<file path="config.mk">
export PLATFORM = sky130hd
export DESIGN_NAME = vih_handler
export DESIGN_NICKNAME = d
export VERILOG_FILES = /design/src/include/vih_pkg.sv /design/src/logic/vih_ext_pin.sv /design/src/logic/vih_handler.sv
export VERILOG_INCLUDE_DIRS = /design/src /design/src/include
export SDC_FILE = /design/constraint.sdc
export NUM_CORES = 1
export LEC_CHECK = 0
export BUFFER_PORTS_ARGS = -buffer_cell sky130_fd_sc_hd__buf_2
export CAP_MARGIN = 30
export CORE_MARGIN = 5
export CORE_UTILIZATION = 40
export CTS_CLUSTER_SIZE = 25
export DETAILED_ROUTE_END_ITERATION = 16
export PLACE_DENSITY = 0.71
export SLEW_MARGIN = 20
export SYNTH_ARGS = -nofsm -noshare
export SYNTH_HDL_FRONTEND = slang
export SYNTH_HIERARCHICAL = 1
export SYNTH_SLANG_ARGS = --single-unit
</file>
<file path="constraint.sdc">
create_clock -name pclk -period 1.95 [get_ports pclk]
set_input_delay 0.585 -clock pclk [delete_from_list [all_inputs] [get_ports pclk]]
set_output_delay 0.585 -clock pclk [all_outputs]
set_load 0.03 [all_outputs]
</file>
<file path="src/include/vih_cfg.svh">
// Register offsets, field positions, reset values and timing counts
`ifndef VIH_CFG_SVH
`define VIH_CFG_SVH

// Register byte offsets on the APB bus
`define VIH_OFF_ENABLE0      8'h00
`define VIH_OFF_PRIORITY0    8'h04
`define VIH_OFF_EXT_ENABLE1  8'h08
`define VIH_OFF_EXT_PRIO1    8'h0C
`define VIH_OFF_TIMER_CTRL   8'h10
`define VIH_OFF_PERIPH_PEND  8'h14
`define VIH_OFF_STATUS       8'h18

// Field positions in enable_reg_0
`define VIH_BIT_GLOBAL_EN    7
`define VIH_BIT_GP_FLAG      6

// Field positions in timer_control_reg
`define VIH_BIT_EXT0_TRIG    0
`define VIH_BIT_EXT0_PEND    1
`define VIH_BIT_EXT1_TRIG    2
`define VIH_BIT_EXT1_PEND    3
`define VIH_BIT_TF0          5
`define VIH_BIT_TF1          7

// Peripheral pending flag layout (one register, several flags for UART0 and for SPI)
`define VIH_PP_UART0_RX      0
`define VIH_PP_UART0_TX      1
`define VIH_PP_TIMER2        2
`define VIH_PP_SPI_LO        3
`define VIH_PP_SPI_HI        6
`define VIH_PP_REST_LO       7
`define VIH_PP_WIDTH         13

// Reset values
`define VIH_RST_ENABLE0      8'h00
`define VIH_RST_PRIO0        6'h00
`define VIH_RST_EXT_EN1      7'h00
`define VIH_RST_EXT_PRIO1    7'h00
`define VIH_RST_PEND         13'h0000

// Sources, vectors and timing
`define VIH_NUM_RANKS        13
`define VIH_VEC_BASE         16'h0003
`define VIH_VEC_RESET        16'h0000
`define VIH_LONG_CALL_CYCLES     4

`endif

</file>
<file path="src/include/vih_pkg.sv">
// Types shared by the vectored interrupt handler files
package vih_pkg;

  // Vectoring sequencer states
  typedef enum logic [0:0]
  {
    VIH_IDLE = 1'b0,
    VIH_CALL = 1'b1
  } vih_state_e;

  // Fixed-order rank of a source, 0 to 12
  typedef logic [3:0] vih_rank_t;

  // Cycle counter for the long call
  typedef logic [2:0] vih_cnt_t;

endpackage : vih_pkg

</file>
<file path="src/logic/vih_ext_pin.sv">
// External request pin front end: level or falling-edge pending flag
module vih_ext_pin
  import vih_pkg::*;
(
  input  wire logic pclk,
  input  wire logic presetn,
  input  wire logic clk_en,
  input  wire logic pin_n,
  input  wire logic trigger_edge,
  input  wire logic sw_wr,
  input  wire logic sw_val,
  input  wire logic vector_clr,
  output logic      pending
);

  logic pin_prev_r;
  logic flag_r;
  logic fall;

  // Previous pin level; starts high so reset does not look like an edge
  always_ff @(posedge pclk or negedge presetn)
  begin
    if (!presetn)
      pin_prev_r <= 1'b1;
    else if (clk_en)
      pin_prev_r <= pin_n;
  end

  assign fall = pin_prev_r & ~pin_n;

  // Edge flag: a new edge wins over a clear in the same cycle
  always_ff @(posedge pclk or negedge presetn)
  begin
    if (!presetn)
      flag_r <= 1'b0;
    else if (clk_en)
    begin
      if (trigger_edge && fall)
        flag_r <= 1'b1;
      else if (sw_wr)
        flag_r <= sw_val;
      else if (vector_clr)
        flag_r <= 1'b0;
    end
  end

  // Level mode follows the pin, active low, with no latching
  assign pending = trigger_edge ? flag_r : ~pin_n;

endmodule : vih_ext_pin

</file>
<file path="src/logic/vih_handler.sv">
// Vectored interrupt handler with APB register slave
`include "vih_cfg.svh"

module vih_handler
  import vih_pkg::*;
(
  input  wire logic        pclk,
  input  wire logic        presetn,
  input  wire logic        clk_en,
  input  wire logic        psel,
  input  wire logic        penable,
  input  wire logic        pwrite,
  input  wire logic [7:0]  paddr,
  input  wire logic [31:0] pwdata,
  output logic      [31:0] prdata,
  output logic             pready,
  output logic             pslverr,
  input  wire logic        ext_request_pin_0_n,
  input  wire logic        ext_request_pin_1_n,
  input  wire logic        timer0_overflow_event,
  input  wire logic        timer1_overflow_event,
  input  wire logic [12:0] periph_flag_set,
  input  wire logic        insn_done,
  input  wire logic        return_from_interrupt_done,
  output logic             irq_request,
  output logic      [15:0] irq_vector,
  output logic             irq_level,
  output logic             long_call_busy,
  output logic             in_service_hi,
  output logic             in_service_lo
);

  // Software-visible configuration and flags
  logic [7:0]  enable_reg_0_r;
  logic [5:0]  priority_reg_0_r;
  logic [6:0]  extended_enable_reg_1_r;
  logic [6:0]  extended_priority_reg_1_r;
  logic        ext0_trigger_select_r;
  logic        ext1_trigger_select_r;
  logic        timer0_overflow_flag_r;
  logic        timer1_overflow_flag_r;
  logic [12:0] periph_pend_r;
  logic        ext0_pending;
  logic        ext1_pending;

  // Arbitration and sequencing
  vih_state_e  state_r;
  vih_cnt_t    call_cnt_r;
  vih_rank_t   rank_r;
  logic        global_irq_enable;
  logic [12:0] src_pend;
  logic [12:0] src_en;
  logic [12:0] src_pri;
  logic [12:0] req_all;
  logic [12:0] req_hi;
  logic [12:0] req_lo;
  logic [4:0]  pick_hi;
  logic [4:0]  pick_lo;
  logic        found;
  logic        found_hi;
  vih_rank_t   win_rank;
  logic        take;

  // APB decode
  logic        acc;
  logic        wr_en;
  logic        hit;
  logic [31:0] rd_data;

  // Lowest set index wins; returns {found, rank}
  function automatic logic [4:0] first_set(input logic [12:0] r);
    logic [4:0] res;
    res = 5'h00;
    for (int i = `VIH_NUM_RANKS - 1; i >= 0; i--)
    begin
      if (r[i])
        res = {1'b1, 4'(i)};
    end
    return res;
  endfunction : first_set

  // Vector address of a rank: base plus eight bytes per step
  function automatic logic [15:0] vector_of(input vih_rank_t rk);
    return `VIH_VEC_BASE + 16'({rk, 3'b000});
  endfunction : vector_of

  // Offset match for a given register
  function automatic logic is_reg(input logic [7:0] a,
                                  input logic [7:0] off);
    return a == off;
  endfunction : is_reg

  // External pin front ends
  vih_ext_pin u_ext0
  (
    .pclk         (pclk),
    .presetn      (presetn),
    .clk_en       (clk_en),
    .pin_n        (ext_request_pin_0_n),
    .trigger_edge (ext0_trigger_select_r),
    .sw_wr        (wr_en && is_reg(paddr, `VIH_OFF_TIMER_CTRL)),
    .sw_val       (pwdata[`VIH_BIT_EXT0_PEND]),
    .vector_clr   (take && rank_r == 4'h0),
    .pending      (ext0_pending)
  );

  vih_ext_pin u_ext1
  (
    .pclk         (pclk),
    .presetn      (presetn),
    .clk_en       (clk_en),
    .pin_n        (ext_request_pin_1_n),
    .trigger_edge (ext1_trigger_select_r),
    .sw_wr        (wr_en && is_reg(paddr, `VIH_OFF_TIMER_CTRL)),
    .sw_val       (pwdata[`VIH_BIT_EXT1_PEND]),
    .vector_clr   (take && rank_r == 4'h2),
    .pending      (ext1_pending)
  );

  // Per-rank pending view; grouped peripheral flags share one vector
  assign src_pend = {periph_pend_r[12:`VIH_PP_REST_LO],
                     |periph_pend_r[`VIH_PP_SPI_HI:`VIH_PP_SPI_LO],
                     periph_pend_r[`VIH_PP_TIMER2],
                     periph_pend_r[`VIH_PP_UART0_TX]
                       | periph_pend_r[`VIH_PP_UART0_RX],
                     timer1_overflow_flag_r,
                     ext1_pending,
                     timer0_overflow_flag_r,
                     ext0_pending};

  // Enable and priority bits per rank
  assign src_en  = {extended_enable_reg_1_r, enable_reg_0_r[5:0]};
  assign src_pri = {extended_priority_reg_1_r, priority_reg_0_r};
  assign global_irq_enable = enable_reg_0_r[`VIH_BIT_GLOBAL_EN];

  // Disabled flags stay pending but never reach the arbiter
  assign req_all = src_pend & src_en & {13{global_irq_enable}};

  // A running high routine blocks all; a low routine blocks low only
  assign req_hi = req_all & src_pri & {13{~in_service_hi}};
  assign req_lo = req_all & ~src_pri
                  & {13{~in_service_hi & ~in_service_lo}};

  // High level first, then fixed rank order inside a level
  assign pick_hi  = first_set(req_hi);
  assign pick_lo  = first_set(req_lo);
  assign found_hi = pick_hi[4];
  assign found    = pick_hi[4] | pick_lo[4];
  assign win_rank = found_hi ? pick_hi[3:0] : pick_lo[3:0];

  // Vector at an instruction boundary; the boundary of a return is skipped
  assign take = clk_en && insn_done && !return_from_interrupt_done && irq_request
                && state_r == VIH_IDLE;

  // Request sampled each idle clock, held low from take to end of call; the one-cycle lag lets a request
  // posted during an enable clear slip in before a single-cycle op
  always_ff @(posedge pclk or negedge presetn)
  begin
    if (!presetn)
    begin
      irq_request <= 1'b0;
      irq_vector  <= `VIH_VEC_RESET;
      irq_level   <= 1'b0;
      rank_r      <= 4'h0;
    end
    else if (clk_en)
    begin
      if (state_r == VIH_IDLE && !take)
      begin
        irq_request <= found;
        irq_vector  <= vector_of(win_rank);
        irq_level   <= found_hi;
        rank_r      <= win_rank;
      end
      else
        irq_request <= 1'b0;
    end
  end

  // Long call sequencer: four cycles of call after the detect cycle
  always_ff @(posedge pclk or negedge presetn)
  begin
    if (!presetn)
    begin
      state_r        <= VIH_IDLE;
      call_cnt_r     <= 3'h0;
      long_call_busy <= 1'b0;
    end
    else if (clk_en)
    begin
      case (state_r)
        VIH_IDLE:
        begin
          if (take)
          begin
            state_r        <= VIH_CALL;
            call_cnt_r     <= 3'(`VIH_LONG_CALL_CYCLES - 1);
            long_call_busy <= 1'b1;
          end
        end
        VIH_CALL:
        begin
          if (call_cnt_r == 3'h0)
          begin
            state_r        <= VIH_IDLE;
            long_call_busy <= 1'b0;
          end
          else
            call_cnt_r <= call_cnt_r - 3'h1;
        end
        default:
        begin
          state_r        <= VIH_IDLE;
          long_call_busy <= 1'b0;
        end
      endcase
    end
  end

  // In-service markers; the return ends the highest active level first
  always_ff @(posedge pclk or negedge presetn)
  begin
    if (!presetn)
    begin
      in_service_hi <= 1'b0;
      in_service_lo <= 1'b0;
    end
    else if (clk_en)
    begin
      if (take && irq_level)
        in_service_hi <= 1'b1;
      else if (return_from_interrupt_done && in_service_hi)
        in_service_hi <= 1'b0;
      if (take && !irq_level)
        in_service_lo <= 1'b1;
      else if (return_from_interrupt_done && !in_service_hi)
        in_service_lo <= 1'b0;
    end
  end

  // APB access phase: one wait state, write lands at the pready edge
  assign acc   = psel && penable;
  assign wr_en = clk_en && acc && pready && pwrite;
  assign hit   = is_reg(paddr, `VIH_OFF_ENABLE0)
               | is_reg(paddr, `VIH_OFF_PRIORITY0)
               | is_reg(paddr, `VIH_OFF_EXT_ENABLE1)
               | is_reg(paddr, `VIH_OFF_EXT_PRIO1)
               | is_reg(paddr, `VIH_OFF_TIMER_CTRL)
               | is_reg(paddr, `VIH_OFF_PERIPH_PEND)
               | is_reg(paddr, `VIH_OFF_STATUS);

  // Enable and priority registers; all sources low after reset
  always_ff @(posedge pclk or negedge presetn)
  begin
    if (!presetn)
    begin
      enable_reg_0_r            <= `VIH_RST_ENABLE0;
      priority_reg_0_r          <= `VIH_RST_PRIO0;
      extended_enable_reg_1_r   <= `VIH_RST_EXT_EN1;
      extended_priority_reg_1_r <= `VIH_RST_EXT_PRIO1;
    end
    else if (wr_en)
    begin
      if (is_reg(paddr, `VIH_OFF_ENABLE0))
        enable_reg_0_r <= pwdata[7:0];
      if (is_reg(paddr, `VIH_OFF_PRIORITY0))
        priority_reg_0_r <= pwdata[5:0];
      if (is_reg(paddr, `VIH_OFF_EXT_ENABLE1))
        extended_enable_reg_1_r <= pwdata[6:0];
      if (is_reg(paddr, `VIH_OFF_EXT_PRIO1))
        extended_priority_reg_1_r <= pwdata[6:0];
    end
  end

  // Trigger selects and timer flags; a hardware set beats any clear
  always_ff @(posedge pclk or negedge presetn)
  begin
    if (!presetn)
    begin
      ext0_trigger_select_r  <= 1'b0;
      ext1_trigger_select_r  <= 1'b0;
      timer0_overflow_flag_r <= 1'b0;
      timer1_overflow_flag_r <= 1'b0;
    end
    else if (clk_en)
    begin
      if (wr_en && is_reg(paddr, `VIH_OFF_TIMER_CTRL))
      begin
        ext0_trigger_select_r  <= pwdata[`VIH_BIT_EXT0_TRIG];
        ext1_trigger_select_r  <= pwdata[`VIH_BIT_EXT1_TRIG];
        timer0_overflow_flag_r <= pwdata[`VIH_BIT_TF0]
                                  | timer0_overflow_event;
        timer1_overflow_flag_r <= pwdata[`VIH_BIT_TF1]
                                  | timer1_overflow_event;
      end
      else
      begin
        if (timer0_overflow_event)
          timer0_overflow_flag_r <= 1'b1;
        else if (take && rank_r == 4'h1)
          timer0_overflow_flag_r <= 1'b0;
        if (timer1_overflow_event)
          timer1_overflow_flag_r <= 1'b1;
        else if (take && rank_r == 4'h3)
          timer1_overflow_flag_r <= 1'b0;
      end
    end
  end

  // Peripheral flags are only cleared by software, never on vectoring
  always_ff @(posedge pclk or negedge presetn)
  begin
    if (!presetn)
      periph_pend_r <= `VIH_RST_PEND;
    else if (clk_en)
    begin
      if (wr_en && is_reg(paddr, `VIH_OFF_PERIPH_PEND))
        periph_pend_r <= pwdata[12:0] | periph_flag_set;
      else
        periph_pend_r <= periph_pend_r | periph_flag_set;
    end
  end

  // Read mux; reserved bits and unmapped offsets read zero
  always_comb
  begin
    rd_data = 32'h0000_0000;
    case (paddr)
      `VIH_OFF_ENABLE0:     rd_data[7:0] = enable_reg_0_r;
      `VIH_OFF_PRIORITY0:   rd_data[5:0] = priority_reg_0_r;
      `VIH_OFF_EXT_ENABLE1: rd_data[6:0] = extended_enable_reg_1_r;
      `VIH_OFF_EXT_PRIO1:   rd_data[6:0] = extended_priority_reg_1_r;
      `VIH_OFF_TIMER_CTRL:
        rd_data[7:0] = {timer1_overflow_flag_r, 1'b0,
                        timer0_overflow_flag_r, 1'b0,
                        ext1_pending, ext1_trigger_select_r,
                        ext0_pending, ext0_trigger_select_r};
      `VIH_OFF_PERIPH_PEND: rd_data[12:0] = periph_pend_r;
      `VIH_OFF_STATUS:
        rd_data[8:0] = {long_call_busy, in_service_lo, in_service_hi,
                        irq_level, irq_request, rank_r};
      default:              rd_data = 32'h0000_0000;
    endcase
  end

  // APB response flops; pready rises one cycle into the access phase
  always_ff @(posedge pclk or negedge presetn)
  begin
    if (!presetn)
    begin
      pready  <= 1'b0;
      pslverr <= 1'b0;
      prdata  <= 32'h0000_0000;
    end
    else if (clk_en)
    begin
      pready  <= acc && !pready;
      pslverr <= acc && !pready && !hit;
      if (acc && !pready && !pwrite)
        prdata <= rd_data;
    end
  end

endmodule : vih_handler

</file>
; ---- After elaboration in Yosys (flattened, before gate mapping)
; Cells that the tools add are included.
[word_totals]
word_cells = 183
reg_bits = 93
inputBits = 65
[op_classes]
n_reduce_logical = 56
bitwise_logic = 27
add_sub_neg = 2
mux = 61
n_eq_ne = 12
[ops]
columns = cell, n
row1 = 2-to-1 mux 5 bit, 26
row2 = AND 13 bit, 6
row3 = one-hot mux 6 bit (7 select lines), 1
row4 = OR 13 bit, 2
row5 = AND reduction 2 bit, 13
row6 = "== test 8 x 5 -> 1 bit, second input constant", 3
row7 = logical AND 1 bit, 24
row8 = 2-to-1 mux 1 bit, 23
row9 = "== test 8 x 4 -> 1 bit, second input constant", 2
row10 = 2-to-1 mux 13 bit, 1
row11 = NOT 13 bit, 1
row12 = nonzero test 3 bit, 4
row13 = OR 1 bit, 10
row14 = "adder 2 x 7 -> 8 bit, first input constant", 1
row15 = "== test 4 x 2 -> 1 bit, second input constant", 2
row16 = "== test 8 x 3 -> 1 bit, second input constant", 1
row17 = zero test 8 bit, 1
row18 = 2-to-1 mux 4 bit, 2
row19 = zero test 1 bit, 7
row20 = 2-to-1 mux 3 bit, 2
row21 = one-hot mux 1 bit (2 select lines), 3
row22 = one-hot mux 3 bit (2 select lines), 1
row23 = AND reduction 3 bit, 2
row24 = NOT 1 bit, 5
row25 = 11 further kinds, 15

; ---- Logic depth before layout (Yosys ltp)
; Gate-level depths: netlist of the first run.
[logic_depth]
ltp_word = 21
ltp_mapped = 9
mapped_depth_nobuf = 8

; ---- Cells and area by module
; The synthesis of the first run kept the hierarchy.
[by_module_without_submodules]
columns = mod, cells_per_inst, area_per_inst_um2, n_inst, seq_area_each_um2
row1 = vih_handler, 461, 4314.1, 1, 1851.8
row2 = vih_ext_pin, 9, 101.3, 2, 51.3

; ---- Least setup slack after synthesis of the first run
; OpenSTA, ideal clock, no wires.
[synth_timing]
kind = input port to flip-flop
start = input port paddr[0]
end = register u_ext0.flag_r
slack_ns = -0.240
setup_ns = 0.124
n_path_buf = 1
stages = 7
t_arrival_ns = 2.066
path_cell_list = or4_4 -> nor2_2 -> buf_6 -> nand4_1 -> inv_1 -> o21ai_0 -> a211o_1
[synth_via]
elab_chain_len = 4
word_cells_on_any_way = 6
classes_between = eq/ne: 1 / mux: 2 / reduce/logical: 3
[synth_rtl]
columns = item, line
row1 = from (decl), vih_handler.sv:13  ; input wire logic [7:0] paddr,
row2 = == test 8 x 5 -> 1 bit (*), vih_handler.sv:90  ; return a == off;
row3 = logical AND 1 bit (*), vih_handler.sv:101  ; .sw_wr (wr_en && is_reg(paddr, `VIH_OFF_TIMER_CTRL)),
row4 = nonzero test 3 bit (no source line) or 2-to-1 mux 1 bit (tied branches), n/a
row5 = AND reduction 2 bit (no source line) or 2-to-1 mux 1 bit (tied branches), n/a
row6 = to (signal assigned), vih_ext_pin.sv:41  ; flag_r <= sw_val;
row7 = to (decl), vih_ext_pin.sv:17  ; logic flag_r;
; Every way passes the cells marked *; elsewhere a longest branch is shown, timed or not.
; A chain may end at the register's enable or synchronous reset.

; ---- Final worst setup path of the first run
[layout_timing]
start = input port paddr[0]
end = register u_ext1.flag_r
[layout_via]
elab_chain_len = 4
word_cells_on_any_way = 6
classes_between = eq/ne: 1 / mux: 2 / reduce/logical: 3
[layout_rtl]
columns = item, line
row1 = == test 8 x 5 -> 1 bit (*), vih_handler.sv:90
row2 = logical AND 1 bit (*), vih_handler.sv:114  ; .sw_wr (wr_en && is_reg(paddr, `VIH_OFF_TIMER_CTRL)),
row3 = nonzero test 3 bit (no source line) or 2-to-1 mux 1 bit (tied branches), n/a
row4 = AND reduction 2 bit (no source line) or 2-to-1 mux 1 bit (tied branches), n/a
row5 = to (signal assigned), vih_ext_pin.sv:41
row6 = to (decl), vih_ext_pin.sv:17
; Marks and branches as above.

==> impl_metrics.json, run 1 <==
{
  "io_pins": 120,
  "drc": 0,
  "route.vias.total": 4289,
  "viasPerCell": 5.585,
  "syn2layout_area_growth_pct": 31.16,
  "die-area_um2": 13520,
  "seq_area_um2": 1954,
  "die-width_um": 116.3,
  "drv_slew": 0,
  "clock-sinks": 78,
  "irDropWorstVdd_uv": 364.0,
  "path_max_fanout": 4,
  "nFillCells": 972,
  "routed_wl_mm": 14.52,
  "drive_gt1_share_pct": 38.69,
  "rsz0062_at_grt": "true",
  "clk_pin_slew_ns": 0.06,
  "p_leak_nw": 2.981,
  "synthArstFlopShare_pct": 100.0,
  "grtUsageTotal_pct": 21.74,
  "grt_max_degree": 45,
  "ctsRootBufferMaster": "clkbuf_16",
  "h-tree-depth": 3,
  "place.gp.congestion": 0.9363,
  "grt_pass1_wl_mm": 22.18,
  "crit_path_start_kind": "primary input",
  "diodes": 0,
  "status": "complete, but fails checks",
  "layout_setup_ws_ns": -0.02165,
  "nNetsFinal": 690,
  "core-area_um2": 10940,
  "synth_edf_count": 0,
  "clock_path_buffers": 2,
  "first_iter_violations": 392,
  "cp.arrival_ns": 2.20,
  "setup_violations": 8,
  "ys.warnings.count": 6,
  "num_rows": 38,
  "ys_types": 66,
  "multi_input_area_um2": 2386,
  "synth-seq-cells": 78,
  "maxCapViolations": 0,
  "yosys.area.top_type": "dfrtp_1",
  "hp-class": "in2async",
  "fin_crit_ns": 1.972,
  "power_density_nw_per_um2": 696.6,
  "grt_pass1_vias": 4144,
  "clock_latency_ns": 0.35,
  "final_util_pct": 54.18,
  "yosysSeqAreaShare_pct": 43.27,
  "criticalPathCategory": "in2reg",
  "placed_cell_area_um2": 5465,
  "drt-pass1-iter-count": 5,
  "hold_buffers": 0,
  "cts_tree": "yes",
  "final_area_um2": 5924,
  "grt_antenna_before_repair": 0,
  "end_kind": "register",
  "netlist_instances": 479,
  "clock.fmax_mhz": 507.2,
  "ant_nets": 0,
  "synthTopCellsByCount": "dfrtp_1, nand2_1, mux2_2",
  "grt_remaining_overflow": 0,
  "worstPathRequired_ns": 2.18,
  "timing.final.hold_violations": 0,
  "initial_core_util_pct": 41.30,
  "postSynth.topFlopCell": "dfrtp_1",
  "finClkSkew_ns": 0.008182,
  "synth.most_common_cell": "dfrtp_1",
  "finalCritPeriodShare_pct": 101.1,
  "port_buffers": 71,
  "syn_area_per_cell_um2": 9.430,
  "hpwl_mm": 11.21,
  "synthDominantCellAreaShare_pct": 42.11,
  "syn-cell-area_um2": 4517,
  "synth_area_leaders": "dfrtp_1, mux2_2, buf_4",
  "violations": "negative setup slack",
  "numCtsBuffers": 9,
  "die_h_um": 116.3,
  "wl_per_cell_um": 18.91,
  "final.setup.tns_ns": -0.1153
}
-- report_power, final --
| part | internal [mW] | leakage, nW | switching, mW | total (mW) |
|---|---|---|---|---|
| Combinational | 0.221 | 1.85 | 0.409 | 0.630 |
| Clock | 1.06 | 0.155 | 0.683 | 1.74 |
| Sequential | 1.69 | 0.980 | 0.0624 | 1.75 |
-- sequential cells by signal, summed over array words and instances, names as in the netlist, 3 cells and up --
name and count:
rank_r 4, call_cnt_r 3, prdata 13, priority_reg_0_r 6
periph_pend_r 13, extended_priority_reg_1_r 7, extended_enable_reg_1_r 7, enable_reg_0_r 8
-- stage by stage --
step	setup slack [ns]	hold WS (ns)	total power, mW	cells
5_1_grt	-0.07930	0.05119	4.277	768
3_3_place_gp	-0.3440	0.4097	2.378	743
4_1_cts	-0.02129	0.04415	4.137	760
3_5_place_dp	-0.3803	0.4101	2.404	743
6_report	-0.02165	0.04450	4.127	768
2_1_floorplan	-0.1596	0.2894	2.185	507
-- final cells by class --
class / instances / share of cell area, %
Multi-Input combinational cell: 371 / 40.27
Sequential cell: 78 / 32.99
Timing Repair Buffer: 155 / 18.04
Clock buffer: 11 / 4.266
Tap cell: 140 / 2.957
Clock inverter: 5 / 0.9715
Inverter: 8 / 0.5069
-- timing repair --
action | CTS | global route
gates resized for setup | 2 | 20
pin swaps | 2 | 13
gates cloned | 1 | 0
buffers inserted | 0 | 8
setup endpoints to repair | 15 | 31
-- worst max-delay path, cell delays in order --
cell	delay (ns)
buf_6	0.09
or4_4	0.54
nor2_4	0.19
buf_6	0.11
nand4_1	0.19
inv_2	0.16
o21ai_1	0.08
a211o_1	0.26
-- metal layers --
layer,part of all wire [%],GRT usage (%),vias to the layer above,wire [um]
met5,0,0,-,0
met4,2.4,8.662,0,347
met3,8.3,3.161,25,1201
met2,47,34.86,201,6873
met1,42,29.69,2094,6099
li1,-,-,1969,-
-- cells by family after synthesis --
group / after synthesis / synth area share (%)
AOI/OAI and AO/OA: 121 / 17.18
xor gates and xnor gates: 1 / 0.1939
adders and majority gates: 2 / 0.5539
buffers and inverters: 59 / 8.476
DFF: 78 / 43.27
muxes: 44 / 11.08
other: 1 / 0.08302
and+or+nand+nor: 173 / 19.17
-- layout by cell type, fill, tap and decap left out, types with 6 or more instances in the layout --
| master | count |
|---|---|
| a31oi_1 | 6 |
| inv_1 | 7 |
| buf_4 | 77 |
| conb_1 | 29 |
| nor2_1 | 34 |
| o21ai_0 | 20 |
| nand4_1 | 9 |
| nand2_1 | 60 |
| mux2_2 | 38 |
| o21ai_1 | 16 |
| and3_1 | 6 |
| a21oi_1 | 21 |
| buf_2 | 69 |
| dfrtp_1 | 76 |
| a22oi_1 | 8 |
| nand3_1 | 20 |
| o22ai_1 | 8 |
| clkbuf_16 | 9 |
-- path summary, 6_finish.rpt --
path	depth (start not counted)	start	end	slack [ns]
max	8	paddr[0]	u_ext1/flag_r$_DFFE_PN0P_	-0.02
min	1	presetn	rank_r[0]$_DFFE_PN0P_	0.04
max reg2reg	8	periph_pend_r[3]$_DFFE_PN0P_	irq_request$_DFFE_PN0P_	0
min reg2reg	2	prdata[10]$_DFFE_PN0P_	prdata[10]$_DFFE_PN0P_	0.46
max in group asynchronous	2	presetn	u_ext0/pin_prev_r$_DFFE_PN1P_	1.30
min in group pclk	2	prdata[10]$_DFFE_PN0P_	prdata[10]$_DFFE_PN0P_	0.46
Note: power is estimated with default switching activity, not from simulation.
==> inputs of run 2 (changes only) <==
--- a/config.mk
+++ b/config.mk
@@ -9,10 +9,10 @@
 export BUFFER_PORTS_ARGS = -buffer_cell sky130_fd_sc_hd__buf_2
 export CAP_MARGIN = 30
 export CORE_MARGIN = 5
-export CORE_UTILIZATION = 40
+export CORE_UTILIZATION = 30
 export CTS_CLUSTER_SIZE = 25
 export DETAILED_ROUTE_END_ITERATION = 16
-export PLACE_DENSITY = 0.71
+export PLACE_DENSITY = 0.58
 export SLEW_MARGIN = 20
 export SYNTH_ARGS = -nofsm -noshare
 export SYNTH_HDL_FRONTEND = slang
==> run 2 against run 1 <==
Compared with the run above: sequential power barely moved; critical path depth did not move; count of clock-buffer cells in the layout did not move; die area rose by 30%; fmax rose by 3.0%; via count fell by 4.1%; setup slack improved by 0.057 ns; the run now ends clean; routed wire length fell by 0.38%; sequential cell count did not move; global-route usage fell by 5.6 points; highest routed layer unchanged; clock power rose by 10%; final cell count rose by 4.2%; critical path type unchanged.
==> impl_metrics.json, run 2 (synthesis gave the netlist of run 1 again) <==
{
  "status": "finished clean",
  "route.vias.total": 4113,
  "initial_core_util_pct": 30.84,
  "drc": 0,
  "clock_latency_ns": 0.33,
  "wl_per_cell_um": 18.08,
  "hp-class": "in2async",
  "drt-pass1-iter-count": 4,
  "drive_gt1_share_pct": 36.53,
  "reg_top3": "periph_pend_r: 13 flops, prdata: 13 flops, enable_reg_0_r: 8 flops",
  "end_kind": "register",
  "timing.final.hold_violations": 0,
  "setup_violations": 0,
  "clock_path_buffers": 2,
  "p_leak_nw": 2.951,
  "reg2reg_depth": 8,
  "rsz0062_at_grt": "true",
  "routed_wl_mm": 14.47,
  "sw_frac_of_total_pct": 25.88,
  "die_h_um": 132.7,
  "r2r_start": "periph_pend_r[3]$_DFFE_PN0P_",
  "startpoint": "paddr[6]",
  "grt_pass1_vias": 3934,
  "r2r_end": "rank_r[2]$_DFFE_PN0P_",
  "place.gp.congestion": 0.9047,
  "first_iter_violations": 391,
  "cts_tree": "yes",
  "num_rows": 44,
  "nNetsFinal": 679,
  "die-width_um": 132.7,
  "criticalPathCategory": "in2reg",
  "worstPathRequired_ns": 2.17,
  "die-area_um2": 17610,
  "crit_path_start_kind": "primary input",
  "port_buffers": 71,
  "drv_slew": 0,
  "finalCritPeriodShare_pct": 98.17,
  "grt_remaining_overflow": 0,
  "grt_pass1_wl_mm": 22.23,
  "cp.arrival_ns": 2.13,
  "final_util_pct": 39.90,
  "syn2layout_area_growth_pct": 29.36,
  "p_sw_mw": 1.109,
  "crit_family": "simple AND/OR/NAND/NOR gates",
  "fin_crit_ns": 1.914,
  "cp_num_buf_inv": 3,
  "path_cells": "buf_2, or4_4, nor2_4, buf_4, nand4_1, inv_2, o21ai_1, a211o_1",
  "numCtsBuffers": 9,
  "power_density_nw_per_um2": 733.6,
  "diodes": 0,
  "grt_antenna_before_repair": 0,
  "final_cell_mix": "dfrtp_1, buf_4, buf_2",
  "clock-sinks": 78,
  "p_int_mw": 3.177,
  "irDropWorstVdd_uv": 431.0,
  "cp_slowest_stage_delay_ns": 0.54,
  "io_pins": 120,
  "worstSetupEndpoint": "u_ext1/flag_r$_DFFE_PN0P_",
  "share_seq_of_total_power_pct": 40.8,
  "h-tree-depth": 3,
  "power_frac_clock_pct": 44.8,
  "clock.fmax_mhz": 522.4,
  "worst-r2r-setup-slack_ns": 0.07,
  "p_comb_share_pct": 14.4,
  "core-area_um2": 14640,
  "post_cts_buffers": 0,
  "slowest_stage": "or4_4",
  "whs_ns": 0.1447,
  "crit_cells": 8,
  "grt_max_degree": 57,
  "grtUsageTotal_pct": 16.13,
  "ctsRootBufferMaster": "clkbuf_16",
  "finClkSkew_ns": 0.006742,
  "viasPerCell": 5.141,
  "hpwl_mm": 11.23,
  "path_max_fanout": 4,
  "final_common_cell": "dfrtp_1",
  "maxCapViolations": 0,
  "clk_pin_slew_ns": 0.06,
  "ant_nets": 0
}
run 2: stage by stage:
| step | setup WS (ns) | TNS (ns) | instances | power [mW] | instance area [um2] |
|---|---|---|---|---|---|
| after floorplan | -0.1596 | -3.839 | 507 | 2.185 | 4657 |
| after detailed placement | -0.3508 | -14.10 | 784 | 2.398 | 5460 |
| final | 0.03562 | 0 | 800 | 4.286 | 5843 |
| after global routing | -0.04530 | -0.1085 | 800 | 4.459 | 5843 |
| after CTS | 0.005715 | 0 | 799 | 4.329 | 5798 |
| after global placement | -0.3092 | -12.96 | 784 | 2.373 | 5460 |
run 2: worst min path at each step:
stage / endpoint / cells after the start
after floorplan: call_cnt_r[0]$_DFFE_PN0P_ / 0
after global placement: prdata[11]$_DFFE_PN0P_ / 2
after detailed placement: prdata[12]$_DFFE_PN0P_ / 2
after CTS: u_ext0/flag_r$_DFFE_PN0P_ / 1
after global routing: u_ext0/flag_r$_DFFE_PN0P_ / 1
final: u_ext0/flag_r$_DFFE_PN0P_ / 1
run 2: power by group through the flow:
stage	Combinational, mW	Sequential, mW	Clock, mW
5_1_grt	0.684	1.76	2.01
4_1_cts	0.622	1.75	1.96
6_report	0.619	1.75	1.92
3_3_place_gp	0.600	1.77	0
2_1_floorplan	0.362	1.82	0
3_5_place_dp	0.621	1.78	0
run 2: what timing repair did:
item,4_1_cts,5_1_grt
cloned,0,1
resized for setup,1,8
pin swaps,0,6
setup endpoints to repair,1,22
hold buffers,0,0
run 2: layout make-up:
cell class              instances  area, um2
clock buffers                  11      242.7
multi-input cells             371       2360
inverters                       8      30.03
clock inverters                 4      95.09
repair buffers                144      930.9
well taps                     184      230.2
flip-flops and latches         78       1954
fillers                      1454       8801
run 2: layer usage:
layer	vias to the layer above	global-route usage, %	share of wire [%]
li1	1946	-	-
met3	21	4.024	7.1
met5	-	0	0
met1	1975	22.87	47
met4	0	4.446	1.7
met2	171	24.48	44
run 2: worst reg2reg max path, cell delays in order, from the launching register on:
cell	delay, ns
dfrtp_1	0.40
o41ai_2	0.33
buf_4	0.18
or3_4	0.12
nand4_1	0.14
buf_4	0.18
a31oi_4	0.14
nor2_2	0.05
o31a_1	0.23
